[src/hw/clock_group_map.vh]
`ifndef CLOCK_GROUP_MAP_VH
`define CLOCK_GROUP_MAP_VH

// ****************************************************************
// Register offsets (word addresses in the I/O space)
// ****************************************************************
`define OFS_PLL_CONTROL_STATUS   16'h1C80
`define OFS_CORE_CLOCK_SOURCE    16'h1C82
`define OFS_PLL_MULTIPLIER       16'h1C88
`define OFS_PLL_PRESCALER        16'h1C8A
`define OFS_FAST_GROUP_DIVIDER   16'h1C8C
`define OFS_SLOW_GROUP_DIVIDER   16'h1C8E
`define OFS_EXT_MEM_DIVIDER      16'h1C90
`define OFS_OSC_OUTPUT_DIVIDER   16'h1C92
`define OFS_WAKEUP_ENABLE        16'h1C98
`define OFS_CLOCK_OUTPUT_SELECT  16'h8400
`define OFS_CLOCK_MODE           16'h8C00

// ****************************************************************
// Control/status bit positions
// ****************************************************************
`define BIT_PLL_MODE_ENABLE      0
`define BIT_PLL_POWERDOWN        1
`define BIT_OSC_POWERDOWN        2
`define BIT_PLL_RESET            3
`define BIT_LOCK                 5
`define BIT_STABLE               6
`define BIT_CLOCK_INPUT_MODE     0
`define BIT_PRESCALER_ENABLE     15

// ****************************************************************
// Reset values
// ****************************************************************
`define RST_CORE_CLOCK_SOURCE    4'hB
`define RST_GROUP_DIVIDER        2'h3
`define RST_PRESCALER_ENABLE     1'h1
`define RST_FIELD5               5'h00
`define RST_WORD                 16'h0000

// ****************************************************************
// Field widths and limits
// ****************************************************************
`define FIELD5_MSB               4
`define MULT_MIN                 5'h02
`define MULT_MAX                 5'h0F
`define STABLE_CYCLES            41032
`define LOCK_CYCLES              256

`endif

[src/hw/clock_group_control.v]
`timescale 1ns/1ps
`include "clock_group_map.vh"

// Notes on behaviour
// - Pin low: memory clock from bridge clock
// - Pin high: memory clock from external input
// - Peripheral groups derive from core clock
// - Registers at documented I/O addresses
// - Reserved bits read zero, ignore writes
// - Stable flag after 41032 reference cycles
// - Lock flag shows PLL phase lock
// - Reset bit holds PLL reset, resets 1
// - Oscillator off after idle when internal
// - Oscillator off at once when external
// - Power-down bit stops PLL, resets 0
// - Mode bit clear bypasses PLL and divider
// - Multiplier codes 2..15, others reserved
// - Prescaler divides by field plus one
module clock_group_control #(
  parameter STABLE_COUNT = `STABLE_CYCLES,
  parameter LOCK_COUNT   = `LOCK_CYCLES
) (
  // Clock and reset
  input  wire        clk,
  input  wire        rst,
  // I/O space register port
  input  wire [15:0] io_addr,
  input  wire        io_write,
  input  wire        io_read,
  input  wire [15:0] io_wdata,
  output reg  [15:0] io_rdata,
  // Clock sources as enables
  input  wire        ref_pulse,
  input  wire        pll_out_pulse,
  input  wire        external_memory_clock_input,
  // Pins and status inputs
  input  wire        external_memory_interface_clock_source_pin,
  input  wire        clock_generator_idle_status,
  input  wire        osc_counter_disable,
  input  wire        test_mode,
  // Analog controls
  output reg         pll_reset_out,
  output reg         pll_powerdown_out,
  output reg         oscillator_powerdown_out,
  output reg  [4:0]  pll_mult_factor,
  output reg  [4:0]  pll_prediv_ratio,
  // Clock group enables
  output wire        core_clock,
  output wire        fast_peripheral_clock,
  output wire        slow_peripheral_clock,
  output wire        ext_memory_clock,
  output wire        external_memory_interface_clock
);

  // ****************************************************************
  // Registers
  // ****************************************************************
  reg        pll_mode_enable;       // Bypass when 0
  reg        pll_reset_bit;         // PLL held in reset when 1
  reg        oscillator_powerdown;  // Oscillator power-down request
  reg        pll_powerdown;         // PLL power-down
  reg [3:0]  core_source;           // Core clock source select
  reg [4:0]  pll_multiplier;        // Multiplier field
  reg        prescaler_enable;      // Prescaler enable
  reg [4:0]  pll_prescaler;         // Prescaler field
  reg [1:0]  fast_group_divider;    // Fast group ratio
  reg [1:0]  slow_group_divider;    // Slow group ratio
  reg [1:0]  ext_memory_group_divider; // Memory group ratio
  reg [15:0] osc_div_word;          // Oscillator output divider
  reg [15:0] wakeup_word;           // Wakeup enables
  reg [15:0] clkout_word;           // Clock output select
  reg        clock_input_source_mode; // 1: external clock input
  reg [16:0] stable_count;          // Oscillator stabilisation counter
  reg [15:0] lock_count;            // Relock counter
  reg        mode_active;           // Mode applied at pulse boundary
  reg        osc_was_down;          // Restart stabilisation on wake

  wire stable_flag;
  wire lock_flag;
  wire core_pulse;
  wire fast_src;

  // Valid multiplier code check
  function mult_valid;
    input [4:0] code;
    begin
      mult_valid = (code >= `MULT_MIN) && (code <= `MULT_MAX);
    end
  endfunction

  // ****************************************************************
  // Register writes
  // ****************************************************************
  always @(posedge clk) begin
    if (rst) begin
      pll_mode_enable          <= 1'b0;
      pll_reset_bit            <= 1'b1;
      oscillator_powerdown     <= 1'b0;
      pll_powerdown            <= 1'b0;
      core_source              <= `RST_CORE_CLOCK_SOURCE;
      pll_multiplier           <= `RST_FIELD5;
      prescaler_enable         <= `RST_PRESCALER_ENABLE;
      pll_prescaler            <= `RST_FIELD5;
      fast_group_divider       <= `RST_GROUP_DIVIDER;
      slow_group_divider       <= `RST_GROUP_DIVIDER;
      ext_memory_group_divider <= `RST_GROUP_DIVIDER;
      osc_div_word             <= `RST_WORD;
      wakeup_word              <= `RST_WORD;
      clkout_word              <= `RST_WORD;
      clock_input_source_mode  <= 1'b0;
    end else if (io_write) begin
      case (io_addr)
        `OFS_PLL_CONTROL_STATUS: begin
          // Only writable bits stored; others dropped
          pll_mode_enable      <= io_wdata[`BIT_PLL_MODE_ENABLE];
          pll_powerdown        <= io_wdata[`BIT_PLL_POWERDOWN];
          oscillator_powerdown <= io_wdata[`BIT_OSC_POWERDOWN];
          pll_reset_bit        <= io_wdata[`BIT_PLL_RESET];
        end
        `OFS_CORE_CLOCK_SOURCE: begin
          core_source <= io_wdata[3:0];
        end
        `OFS_PLL_MULTIPLIER: begin
          pll_multiplier <= io_wdata[`FIELD5_MSB:0];
        end
        `OFS_PLL_PRESCALER: begin
          prescaler_enable <= io_wdata[`BIT_PRESCALER_ENABLE];
          pll_prescaler    <= io_wdata[`FIELD5_MSB:0];
        end
        `OFS_FAST_GROUP_DIVIDER: begin
          fast_group_divider <= io_wdata[1:0];
        end
        `OFS_SLOW_GROUP_DIVIDER: begin
          slow_group_divider <= io_wdata[1:0];
        end
        `OFS_EXT_MEM_DIVIDER: begin
          ext_memory_group_divider <= io_wdata[1:0];
        end
        `OFS_OSC_OUTPUT_DIVIDER: begin
          osc_div_word <= io_wdata;
        end
        `OFS_WAKEUP_ENABLE: begin
          wakeup_word <= io_wdata;
        end
        `OFS_CLOCK_OUTPUT_SELECT: begin
          clkout_word <= io_wdata;
        end
        `OFS_CLOCK_MODE: begin
          clock_input_source_mode <= io_wdata[`BIT_CLOCK_INPUT_MODE];
        end
        default: begin
          // Unmapped address: write ignored
        end
      endcase
    end
  end

  // ****************************************************************
  // Register reads
  // ****************************************************************
  always @(posedge clk) begin
    if (rst) begin
      io_rdata <= `RST_WORD;
    end else if (io_read) begin
      case (io_addr)
        `OFS_PLL_CONTROL_STATUS: begin
          io_rdata <= {9'h000, stable_flag, lock_flag, 1'b0, pll_reset_bit,
                       oscillator_powerdown, pll_powerdown, pll_mode_enable};
        end
        `OFS_CORE_CLOCK_SOURCE:   io_rdata <= {12'h000, core_source};
        `OFS_PLL_MULTIPLIER:      io_rdata <= {11'h000, pll_multiplier};
        `OFS_PLL_PRESCALER:       io_rdata <= {prescaler_enable, 10'h000, pll_prescaler};
        `OFS_FAST_GROUP_DIVIDER:  io_rdata <= {14'h0000, fast_group_divider};
        `OFS_SLOW_GROUP_DIVIDER:  io_rdata <= {14'h0000, slow_group_divider};
        `OFS_EXT_MEM_DIVIDER:     io_rdata <= {14'h0000, ext_memory_group_divider};
        `OFS_OSC_OUTPUT_DIVIDER:  io_rdata <= osc_div_word;
        `OFS_WAKEUP_ENABLE:       io_rdata <= wakeup_word;
        `OFS_CLOCK_OUTPUT_SELECT: io_rdata <= clkout_word;
        `OFS_CLOCK_MODE:          io_rdata <= {15'h0000, clock_input_source_mode};
        default:                  io_rdata <= `RST_WORD;
      endcase
    end
  end

  // ****************************************************************
  // Oscillator stabilisation and power-down
  // ****************************************************************
  always @(posedge clk) begin
    if (rst) begin
      stable_count             <= 17'h00000;
      oscillator_powerdown_out <= 1'b0;
      osc_was_down             <= 1'b0;
    end else begin
      // Internal source waits for idle, external source acts at once
      if (oscillator_powerdown && clock_input_source_mode) begin
        oscillator_powerdown_out <= 1'b1;
      end else if (oscillator_powerdown && clock_generator_idle_status) begin
        oscillator_powerdown_out <= 1'b1;
      end else if (!oscillator_powerdown) begin
        oscillator_powerdown_out <= 1'b0;
      end
      osc_was_down <= oscillator_powerdown_out;
      // Restart count on wake from power-down
      if (oscillator_powerdown_out || osc_was_down) begin
        stable_count <= 17'h00000;
      end else if (ref_pulse && (stable_count < STABLE_COUNT[16:0])) begin
        stable_count <= stable_count + 17'h00001;
      end
    end
  end

  assign stable_flag = (stable_count >= STABLE_COUNT[16:0]) || osc_counter_disable || test_mode;

  // ****************************************************************
  // PLL control and lock model
  // ****************************************************************
  always @(posedge clk) begin
    if (rst) begin
      pll_reset_out     <= 1'b1;
      pll_powerdown_out <= 1'b0;
      pll_mult_factor   <= `RST_FIELD5;
      pll_prediv_ratio  <= `RST_FIELD5;
      lock_count        <= 16'h0000;
    end else begin
      pll_reset_out     <= pll_reset_bit;
      pll_powerdown_out <= pll_powerdown;
      // Reserved multiplier codes leave the last valid factor
      if (mult_valid(pll_multiplier)) begin
        pll_mult_factor <= pll_multiplier;
      end
      pll_prediv_ratio <= prescaler_enable ? pll_prescaler : `RST_FIELD5;
      if (pll_reset_bit || pll_powerdown) begin
        lock_count <= 16'h0000;
      end else if (ref_pulse && (lock_count < LOCK_COUNT[15:0])) begin
        lock_count <= lock_count + 16'h0001;
      end
    end
  end

  assign lock_flag = (lock_count >= LOCK_COUNT[15:0]);

  // ****************************************************************
  // Bypass switch at source pulse boundary
  // ****************************************************************
  always @(posedge clk) begin
    if (rst) begin
      mode_active <= 1'b0;
    end else if (!core_pulse) begin
      mode_active <= pll_mode_enable;
    end
  end

  assign core_pulse = mode_active ? pll_out_pulse : ref_pulse;
  assign core_clock = core_pulse;

  // Mode mux sits ahead of every group divider
  assign fast_src = core_pulse;

  // ****************************************************************
  // Group dividers
  // ****************************************************************
  group_divider #(.WIDTH(2)) fast_div (
    .clk       (clk),
    .rst       (rst),
    .in_pulse  (fast_src),
    .ratio     (fast_group_divider),
    .out_pulse (fast_peripheral_clock)
  );

  group_divider #(.WIDTH(2)) slow_div (
    .clk       (clk),
    .rst       (rst),
    .in_pulse  (core_pulse),
    .ratio     (slow_group_divider),
    .out_pulse (slow_peripheral_clock)
  );

  group_divider #(.WIDTH(2)) mem_div (
    .clk       (clk),
    .rst       (rst),
    .in_pulse  (core_pulse),
    .ratio     (ext_memory_group_divider),
    .out_pulse (ext_memory_clock)
  );

  // Memory interface clock source select
  assign external_memory_interface_clock = external_memory_interface_clock_source_pin ?
                                           external_memory_clock_input :
                                           ext_memory_clock;

endmodule

[src/hw/group_divider.v]
`timescale 1ns/1ps

// ****************************************************************
// Clock group divider: produces a one-cycle enable every ratio plus one input pulses
// ****************************************************************
module group_divider #(
  parameter WIDTH = 6
) (
  // Clock and reset
  input  wire             clk,
  input  wire             rst,
  // Source enable and ratio (divide by ratio + 1)
  input  wire             in_pulse,
  input  wire [WIDTH-1:0] ratio,
  // Divided enable
  output reg              out_pulse
);

  reg [WIDTH-1:0] count;   // Input pulses since last output

  // Count only on whole source pulses so no output pulse is truncated
  always @(posedge clk) begin
    if (rst) begin
      count     <= {WIDTH{1'b0}};
      out_pulse <= 1'b0;
    end else if (in_pulse) begin
      if (count >= ratio) begin
        count     <= {WIDTH{1'b0}};
        out_pulse <= 1'b1;
      end else begin
        count     <= count + {{(WIDTH-1){1'b0}}, 1'b1};
        out_pulse <= 1'b0;
      end
    end else begin
      out_pulse <= 1'b0;
    end
  end

endmodule

[config.mk]
export PLATFORM = sky130hd
export DESIGN_NAME = clock_group_control
export DESIGN_NICKNAME = d
export VERILOG_FILES = /design/src/hw/clock_group_control.v /design/src/hw/group_divider.v
export VERILOG_INCLUDE_DIRS = /design/src /design/src/hw
export SDC_FILE = /design/constraint.sdc
export NUM_CORES = 1
export LEC_CHECK = 0
export BUFFER_PORTS_ARGS = -buffer_cell sky130_fd_sc_hd__buf_2
export CAP_MARGIN = 20
export CORE_AREA = 2 2 158 98
export CTS_CLUSTER_DIAMETER = 60
export CTS_CLUSTER_SIZE = 28
export DETAILED_ROUTE_END_ITERATION = 10
export DIE_AREA = 0 0 160 100
export PLACE_DENSITY = 0.61
export SYNTH_ARGS = -nofsm -noshare
export SYNTH_HDL_FRONTEND = slang
export SYNTH_SLANG_ARGS = --single-unit
[constraint.sdc]
create_clock -name clk -period 3.55 [get_ports clk]
set_input_delay 0.71 -clock clk [delete_from_list [all_inputs] [get_ports clk]]
set_output_delay 0.71 -clock clk [all_outputs]
set_load 0.01 [all_outputs]
======== Word level (Yosys, flattened, before mapping) ========
Cells that the tools add are included.
word-level totals
  logic and storage cells ................. 95
  flip-flop bits (word level) ............. 147
  input port bits ......................... 43
  output and inout bits ................... 34
cells by class
  equal/unequal tests ..................... 12
  bitwise logic cells ..................... 2
  magnitude comparators ................... 9
  add/subtract/negate cells ............... 5
  reductions and logical operators ........ 24
  mux-type cells .......................... 12
operators with widths
  operator                                                             count
  one-hot mux 16 bit (11 select lines)                                 1
  equality test 16 x 13 -> 1 bit, second input constant                9
  equality test 16 bit, second input constant                          2
  AND reduction 2 bit                                                  11
  adder 17 x 1 -> 17 bit, second input constant                        1
  greater-or-equal comparator 17 x 16 -> 1 bit, second input constant  1
  < comparator 17 x 16 -> 1 bit, second input constant                 1
  adder 16 x 1 -> 16 bit, second input constant                        1
  greater-or-equal comparator 16 x 9 -> 1 bit, second input constant   1
  < comparator 16 x 9 -> 1 bit, second input constant                  1
  2-to-1 mux 1 bit                                                     8
  OR reduction 2 bit                                                   4
  adder 2 x 1 -> 2 bit, second input constant                          3
  greater-or-equal comparator 2 bit                                    3
  2-to-1 mux 2 bit                                                     3
  greater-or-equal comparator 5 x 2 -> 1 bit, second input constant    1
  <= comparator 5 x 4 -> 1 bit, second input constant                  1
  logical AND 1 bit                                                    5
  logical OR 1 bit                                                     4
  inequality test 3 x 1 -> 1 bit, second input constant                1
  NOT 1 bit                                                            2

======== Logic depth before layout (Yosys ltp) ========
Gate-level depths: netlist (run 1).
  depth after elaboration ................. 4
  gate-level depth with buffers ........... 9
  depth with buffers taken out ............ 7

======== Modules after synthesis ========
From an unflattened synthesis (run 1), not the netlist that was laid out.
second synthesis, totals
  cells, all modules ...................... 773
  area, all modules ....................... 6675.2 sq um
by module, submodules not included
  module               seq. area each (sq um)  instances  area an instance (sq um)  cells an instance
  clock_group_control  2762.6                  1          6145.9                    716
  group_divider        60.1                    3          176.4                     19

======== Worst setup path before layout (run 1) ========
OpenSTA, ideal clock, no wires.
  path type ............................... in2reg
  from .................................... input io_addr[13]
  to ...................................... register slow_group_divider[0]
  stages on the path ...................... 7
  arrival ................................. 2.569 ns
  library setup time ...................... 0.130 ns
  path slack .............................. 0.851 ns
  buffers on the path ..................... 2
  path through ............................ or4b_1 > buf_4 > or4_4 > buf_6 > nor4b_4 > mux2i_1 > nand2_1
on the way
  longest elaborated chain between the ends .. 2
ends and longest elaborated chain
  item                            RTL line                   text
  from (decl)                     clock_group_control.v:27   input wire [15:0] io_addr,
  equality test 16 x 13 -> 1 bit  clock_group_control.v:112  case (io_addr)
  AND reduction 2 bit (no line)   --
  to (signal assigned)            clock_group_control.v:105  slow_group_divider <= `RST_GROUP_DIVIDER;
  to (signal assigned)            clock_group_control.v:134  slow_group_divider <= io_wdata[1:0];
  to (decl)                       clock_group_control.v:67   reg [1:0] slow_group_divider;
Every way passes these cells.
A chain may end at the register's enable or synchronous reset.

======== Final worst setup path (run 1) ========
  from .................................... input ref_pulse
  to ...................................... output core_clock
on the way
  longest elaborated chain between the ends .. 1
ends and longest elaborated chain
  item              RTL line                   text
  from (decl)       clock_group_control.v:33   input wire ref_pulse,
  2-to-1 mux 1 bit  clock_group_control.v:253  assign core_pulse = mode_active ? pll_out_pulse : ref_pulse;
  to (decl)         clock_group_control.v:48   output wire core_clock,
Every way passes these cells.

==> results of run 1 <==
[routing by layer]
layer / global-route usage / vias up
met5: 0 / -
met4: 0.06376 / 0
met3: 0.05289 / 13
met2: 0.3137 / 222
met1: 0.3438 / 2690
li1: - / 2749
[through the flow]
stage	utilization	cell area [µm²]	total power, mW
floorplan	-	6471	1.787
global placement	0.4761	7047	1.844
detailed placement	0.4761	7047	1.850
CTS	0.5181	7669	3.715
global route	0.5186	7676	3.807
finish	0.5186	7676	3.699
[cell families after synthesis]
| kind of cell | count (synthesis) | share of synthesized area |
|---|---|---|
| multiplexers | 29 | 0.04892 |
| AND/OR/NAND/NOR | 322 | 0.2593 |
| XOR/XNOR | 17 | 0.02301 |
| buffers and inverters | 64 | 0.04389 |
| flip-flops | 147 | 0.4548 |
| adder cells (fa/ha/maj) | 10 | 0.01933 |
| AO/OA/AOI/OAI | 150 | 0.1508 |
[registers in the layout, summed over array words and instances (netlist names), 4 cells and up]
| name | count |
|---|---|
| core_source | 4 |
| lock_count | 16 |
| pll_prescaler | 5 |
| osc_div_word | 16 |
| io_rdata | 16 |
| clkout_word | 16 |
| pll_multiplier | 5 |
| stable_count | 17 |
| wakeup_word | 16 |
| pll_prediv_ratio | 5 |
| pll_mult_factor | 5 |
[cells in the mapped netlist, types with 11 or more instances]
cell / instances
o21ai_0: 19
and2_1: 19
xnor2_1: 14
nand2_1: 152
nor2_1: 47
inv_1: 17
a21oi_1: 78
dfxtp_1: 147
mux2i_1: 26
clkbuf_1: 23
nor3_1: 11
a222oi_1: 11
[final timing paths]
| kind | from | end | cells after the start |
|---|---|---|---|
| setup / recovery | ref_pulse | core_clock | 4 |
| hold / removal | stable_count[16] | stable_count[16] | 2 |
| setup reg to reg | stable_count[3] | stable_count[9] | 6 |
| hold reg to reg | stable_count[16] | stable_count[16] | 2 |
[where the power goes]
part / switching, mW / total (mW) / internal [mW]
Combinational: 0.101 / 0.151 / 0.0496
Sequential: 0.00678 / 1.66 / 1.66
Clock: 0.722 / 1.88 / 1.16
[final cells by class]
type	instances	area [µm²]	area share
multi-input combinational	528	3244	0.4227
sequential	147	2943	0.3834
timing repair buffer	98	545.5	0.07107
clock buffer	20	466.7	0.06080
tap	203	254.0	0.03309
clock inverter	12	155.1	0.02021
inverter	18	67.56	0.008802
[worst reg2reg max path, cell delays in order, from the launching register on]
cell	delay [ns]
dfxtp_1	0.37
o31ai_1	0.30
a31oi_1	0.19
buf_4	0.22
or4_1	0.64
or3_1	0.34
a21oi_1	0.14
[cells in the final DEF, fill, tap and decap left out, types with 5 or more instances in the layout]
master,count
nand2_1,152
dfxtp_1,147
a21oi_1,78
buf_2,76
nor2_1,47
mux2i_1,26
buf_4,22
o21ai_0,19
and2_1,19
inv_1,17
clkbuf_16,17
xnor2_1,14
nor3_1,11
a222oi_1,11
nor4_1,10
nand3_1,10
ha_1,10
nand4_1,7
nor4b_1,7
nand2b_1,7
a211o_1,7
nor2b_1,6
or3_1,6
and3_1,6
nor3b_1,5
or4_1,5
a32o_1,5
==> run_results.csv, run 1 <==
group,metric,value,unit
status,status,"completed",
floorplanning,fp-row-count,35,
floorplanning,die_width,160,µm
worst_setup_path,critPathMaxFanout,10,
placement,post-place-ws,0.4905,ns
floorplanning,die_area,0.01600,mm²
floorplanning,pin_count,77,
sta,layout_min_cycle_time,2.662,ns
clock_tree,cts.htree.levels,4,
finish,fin_nets,863,
route,vias,5674,
route,dr.pass1.iters,5,
worst_setup_path,cp_num_buf_inv,3,
yosys,synth.area.top_cells,"dfxtp_1, nand2_1, a21oi_1, mux2i_1, nor2_1",
global_routing,grt_max_degree,39,
power,peakVddDrop,242.9,µV
clock_tree,holdBufCountCts,0,
hold_path,hold_class,"register to register",
clock_tree,clk_path_buf_depth,2,
yosys,synthDistinctLibCells,62,
yosys,syn_area,0.006471,mm²
route,dr_wl_met3,1511,µm
route,drc,0,
sta,skew,0.005894,ns
yosys,synth_seq_cells,147,
placement,placed_cells,993,
route,drt-met1-wl,9016,µm
finish,stdcell_count,1026,
sta,post-route-period-util,0.7500,
clock_tree,root_buffer,"clkbuf_16",
worst_setup_path,cp-start-kind,"primary input",
sta,setup_tns,0,ns
yosys,synthCells,739,
yosys,syn_area_per_cell,8.757,µm²
sta,slew_violations,0,
finish,syn_to_final_growth,18.62,%
floorplanning,die_h,100,µm
placement,gp_congestion,0.8421,
yosys,synth-seq-area-share,0.4548,
yosys,syn_nets,792,
worst_setup_path,cp-end-kind,"primary output",
route,route.met2.wl,7082,µm
clock_tree,cts_tree,"built",
sta,hold_ws,0.4350,ns
worst_setup_path,cp.arrival,1.95,ns
worst_setup_path,path_cells,"buf_2 > mux2i_1 > inv_1 > buf_2",
route,via_per_inst,5.530,
placement,dp_hpwl,12890,µm
clock_tree,cts_made_buffers,17,
worst_setup_path,slowest_delay,0.59,ns
sta,final-setup-viol-count,0,
worst_setup_path,critPathTopFamily,"buffers and inverters",
yosys,synth_top_area_cell,"dfxtp_1",
sta,worstMarginPinSlew,0.8313,ns
yosys,synth_top_cell_area_share,0.4548,
yosys,ys_warn_count,0,
sta,rsz0062_at_grt,"false",
worst_setup_path,slowest_stage,"mux2i_1",
clock_tree,cts_resized,0,
global_routing,antenna_found_initial,0,
finish,drive_gt1_frac,0.1847,
flow_run,maxCapViolations,0,
clock_tree,cts_sinks,147,
sta,hold_viol,0,
power,p_leak,2.891,nW
worst_setup_path,crit_top_cell,"buf_2",
finish,nFillCells,1396,
worst_setup_path,criticalPathCategory,"primary input to primary output",
yosys,synthFlopType,"dfxtp_1",
placement,port_buffers,76,
yosys,async_flop_share,0,
worst_setup_path,r2r_slack,1.27,ns
route,post_drt_wl_per_cell,17.32,µm
floorplanning,initial_utilization,0.4372,
sta,fmax,0.3756,GHz
global_routing,gr-total-overflow,0,
finish,n_antenna_cell,0,
yosys,synth-edff-count,0,
sta,layout_setup_ws,0.8877,ns
clock_tree,clkLatencyLatePin,0.42,ns
power,power.density,481.9,mW/mm²
route,drtIter0Drc,655,
sta,relSlewSlack,0.4458,
global_routing,grt_pass1_vias,5254,
route,route.top_layer_used,"met4",
worst_setup_path,required,2.84,ns
clock_tree,path_clk_slew,0.06,ns
route,antenna_left,0,
global_routing,grt_pass1_wl,28190,µm
floorplanning,coreArea,0.01480,mm²
route,wl,17770,µm
global_routing,grt_use_total,0.2254,
clock_tree,cts_setup_buffers,0,
No activity file was read; power rests on OpenSTA's default activity.
==> run 2: changes to the inputs <==
==> constraint.sdc (replaced) <==
create_clock -name clk -period 2.76 [get_ports clk]
set_input_delay 0.552 -clock clk [delete_from_list [all_inputs] [get_ports clk]]
set_output_delay 0.552 -clock clk [all_outputs]
set_load 0.01 [all_outputs]
==> run 2 against run 1 <==
  * Non-clock buffer count increased by 14
  * Wire length increased by 0.41%
  * Clock-buffer cell count unchanged
  * Largest power group unchanged
  * Highest routed layer is now met5
  * Setup slack got worse by 0.44 ns
  * Combinational power increased by 36%
  * Sequential share of layout area decreased by 0.51 points
  * Flip-flop and latch count unchanged
  * Largest cell class unchanged
  * Global-route usage decreased by 0.16 points
==> run_results.csv, run 2 (synthesis results as in run 1) <==
group,metric,value,unit
status,status,"completed",
global_routing,grt_max_degree,47,
flow_run,maxCapViolations,0,
worst_setup_path,r2r_slack,0.58,ns
global_routing,antenna_found_initial,0,
finish,final_common_cell,"nand2_1",
route,drt-met1-wl,8939,µm
floorplanning,initial_utilization,0.4372,
sta,layout_setup_ws,0.4442,ns
global_routing,grt_pass1_vias,5337,
route,dr_wl_met3,1494,µm
finish,drive_gt1_frac,0.1983,
worst_setup_path,cp.arrival,2.67,ns
worst_setup_path,rr_worst_depth,5,
sta,relSlewSlack,0.4152,
clock_tree,cts_resized,0,
route,drtIter0Drc,645,
worst_setup_path,criticalPathCategory,"primary input to register",
finish,n_antenna_cell,0,
route,post_drt_wl_per_cell,17.16,µm
clock_tree,cts_setup_buffers,0,
sta,fmax,0.4318,GHz
worst_setup_path,critPathMaxFanout,10,
worst_setup_path,required,3.11,ns
clock_tree,cts_made_buffers,17,
global_routing,grt_pass1_wl,28050,µm
route,antenna_left,0,
sta,worstMarginPinSlew,0.8772,ns
global_routing,gr-total-overflow,0,
worst_setup_path,cp-start-kind,"primary input",
floorplanning,coreArea,0.01480,mm²
route,via_per_inst,5.561,
power,p_leak,2.959,nW
floorplanning,die_h,100,µm
clock_tree,path_clk_slew,0.06,ns
finish,stdcell_area,0.007779,mm²
worst_setup_path,cp-end-kind,"register",
finish,fin_nets,877,
clock_tree,root_buffer,"clkbuf_16",
clock_tree,clkLatencyLatePin,0.42,ns
placement,port_buffers,76,
sta,rsz0062_at_grt,"false",
worst_setup_path,critPathLaunch,"io_addr[4]",
placement,dp_hpwl,13080,µm
finish,nFillCells,1387,
finish,layout_common_cells,"nand2_1, dfxtp_1, a21oi_1, buf_2, nor2_1",
sta,slew_violations,0,
clock_tree,cts.htree.levels,4,
floorplanning,pin_count,77,
worst_setup_path,r2r_end,"stable_count[11]",
sta,layout_min_cycle_time,2.316,ns
route,drc,0,
sta,hold_ws,0.4012,ns
route,route.top_layer_used,"met5",
clock_tree,cts_tree,"built",
sta,post-route-period-util,0.8391,
sta,hold_viol,0,
sta,skew,0.008085,ns
worst_setup_path,crit_path_end,"io_rdata[3]",
sta,final-setup-viol-count,0,
worst_setup_path,timing.rr.start,"stable_count[10]",
power,power.density,599.3,mW/mm²
placement,gp_congestion,0.8395,
floorplanning,die_area,0.01600,mm²
power,peakVddDrop,311.8,µV
finish,largest_register_ffs,17,
sta,setup_tns,0,ns
route,vias,5783,
clock_tree,holdBufCountCts,0,
placement,place_area,0.007184,mm²
hold_path,hold_class,"primary input to register",
floorplanning,fp-row-count,35,
placement,post-place-ws,0.04455,ns
route,route.met2.wl,7200,µm
finish,syn_to_final_growth,20.20,%
finish,stdcell_count,1040,
clock_tree,clk_path_buf_depth,2,
route,wl,17840,µm
floorplanning,die_width,160,µm
finish,regMostFlops,"stable_count",
route,dr.pass1.iters,8,
placement,placed_cells,1008,
finish,post-route-util,0.5255,
global_routing,grt_use_total,0.2238,
clock_tree,cts_sinks,147,
power,power,4.662,mW
==> run 2: critical path, stage by stage <==
cell and delay [ns]:
buf_2 0.12, or4b_1 0.64, nor3_1 0.39, a32oi_2 0.32
a211oi_4 0.45, a32o_1 0.18
==> run 2: power breakdown <==
part	switching, mW	internal, mW
combinational	0.134	0.0704
sequential	0.00885	2.13
clock	0.913	1.40
total	1.06	3.61
==> run 2: layer usage <==
metal | vias up | track usage
met3 | 19 | 0.05950
met4 | 2 | 0.04782
met5 | - | 0.02424
li1 | 2769 | -
met1 | 2745 | 0.3370
met2 | 248 | 0.3164
==> run 2: final cells by class <==
type	count	area, µm²	share of cell area
clock inverters	12	127.6	0.01641
flip-flops and latches	147	2943	0.3783
repair buffers	112	675.6	0.08686
clock buffers	20	466.7	0.06000
inverters	18	67.56	0.008686
well taps	203	254.0	0.03265
multi-input cells	528	3244	0.4171
==> run 2: worst min-delay path by stage <==
stage | start | endpoint | cells past startpoint
after floorplan | stable_count[16] | stable_count[16] | 2
after global placement | stable_count[16] | stable_count[16] | 2
after detailed placement | stable_count[16] | stable_count[16] | 2
after CTS | io_wdata[8] | osc_div_word[8] | 3
after global routing | io_wdata[11] | osc_div_word[11] | 3
final | io_wdata[8] | osc_div_word[8] | 3
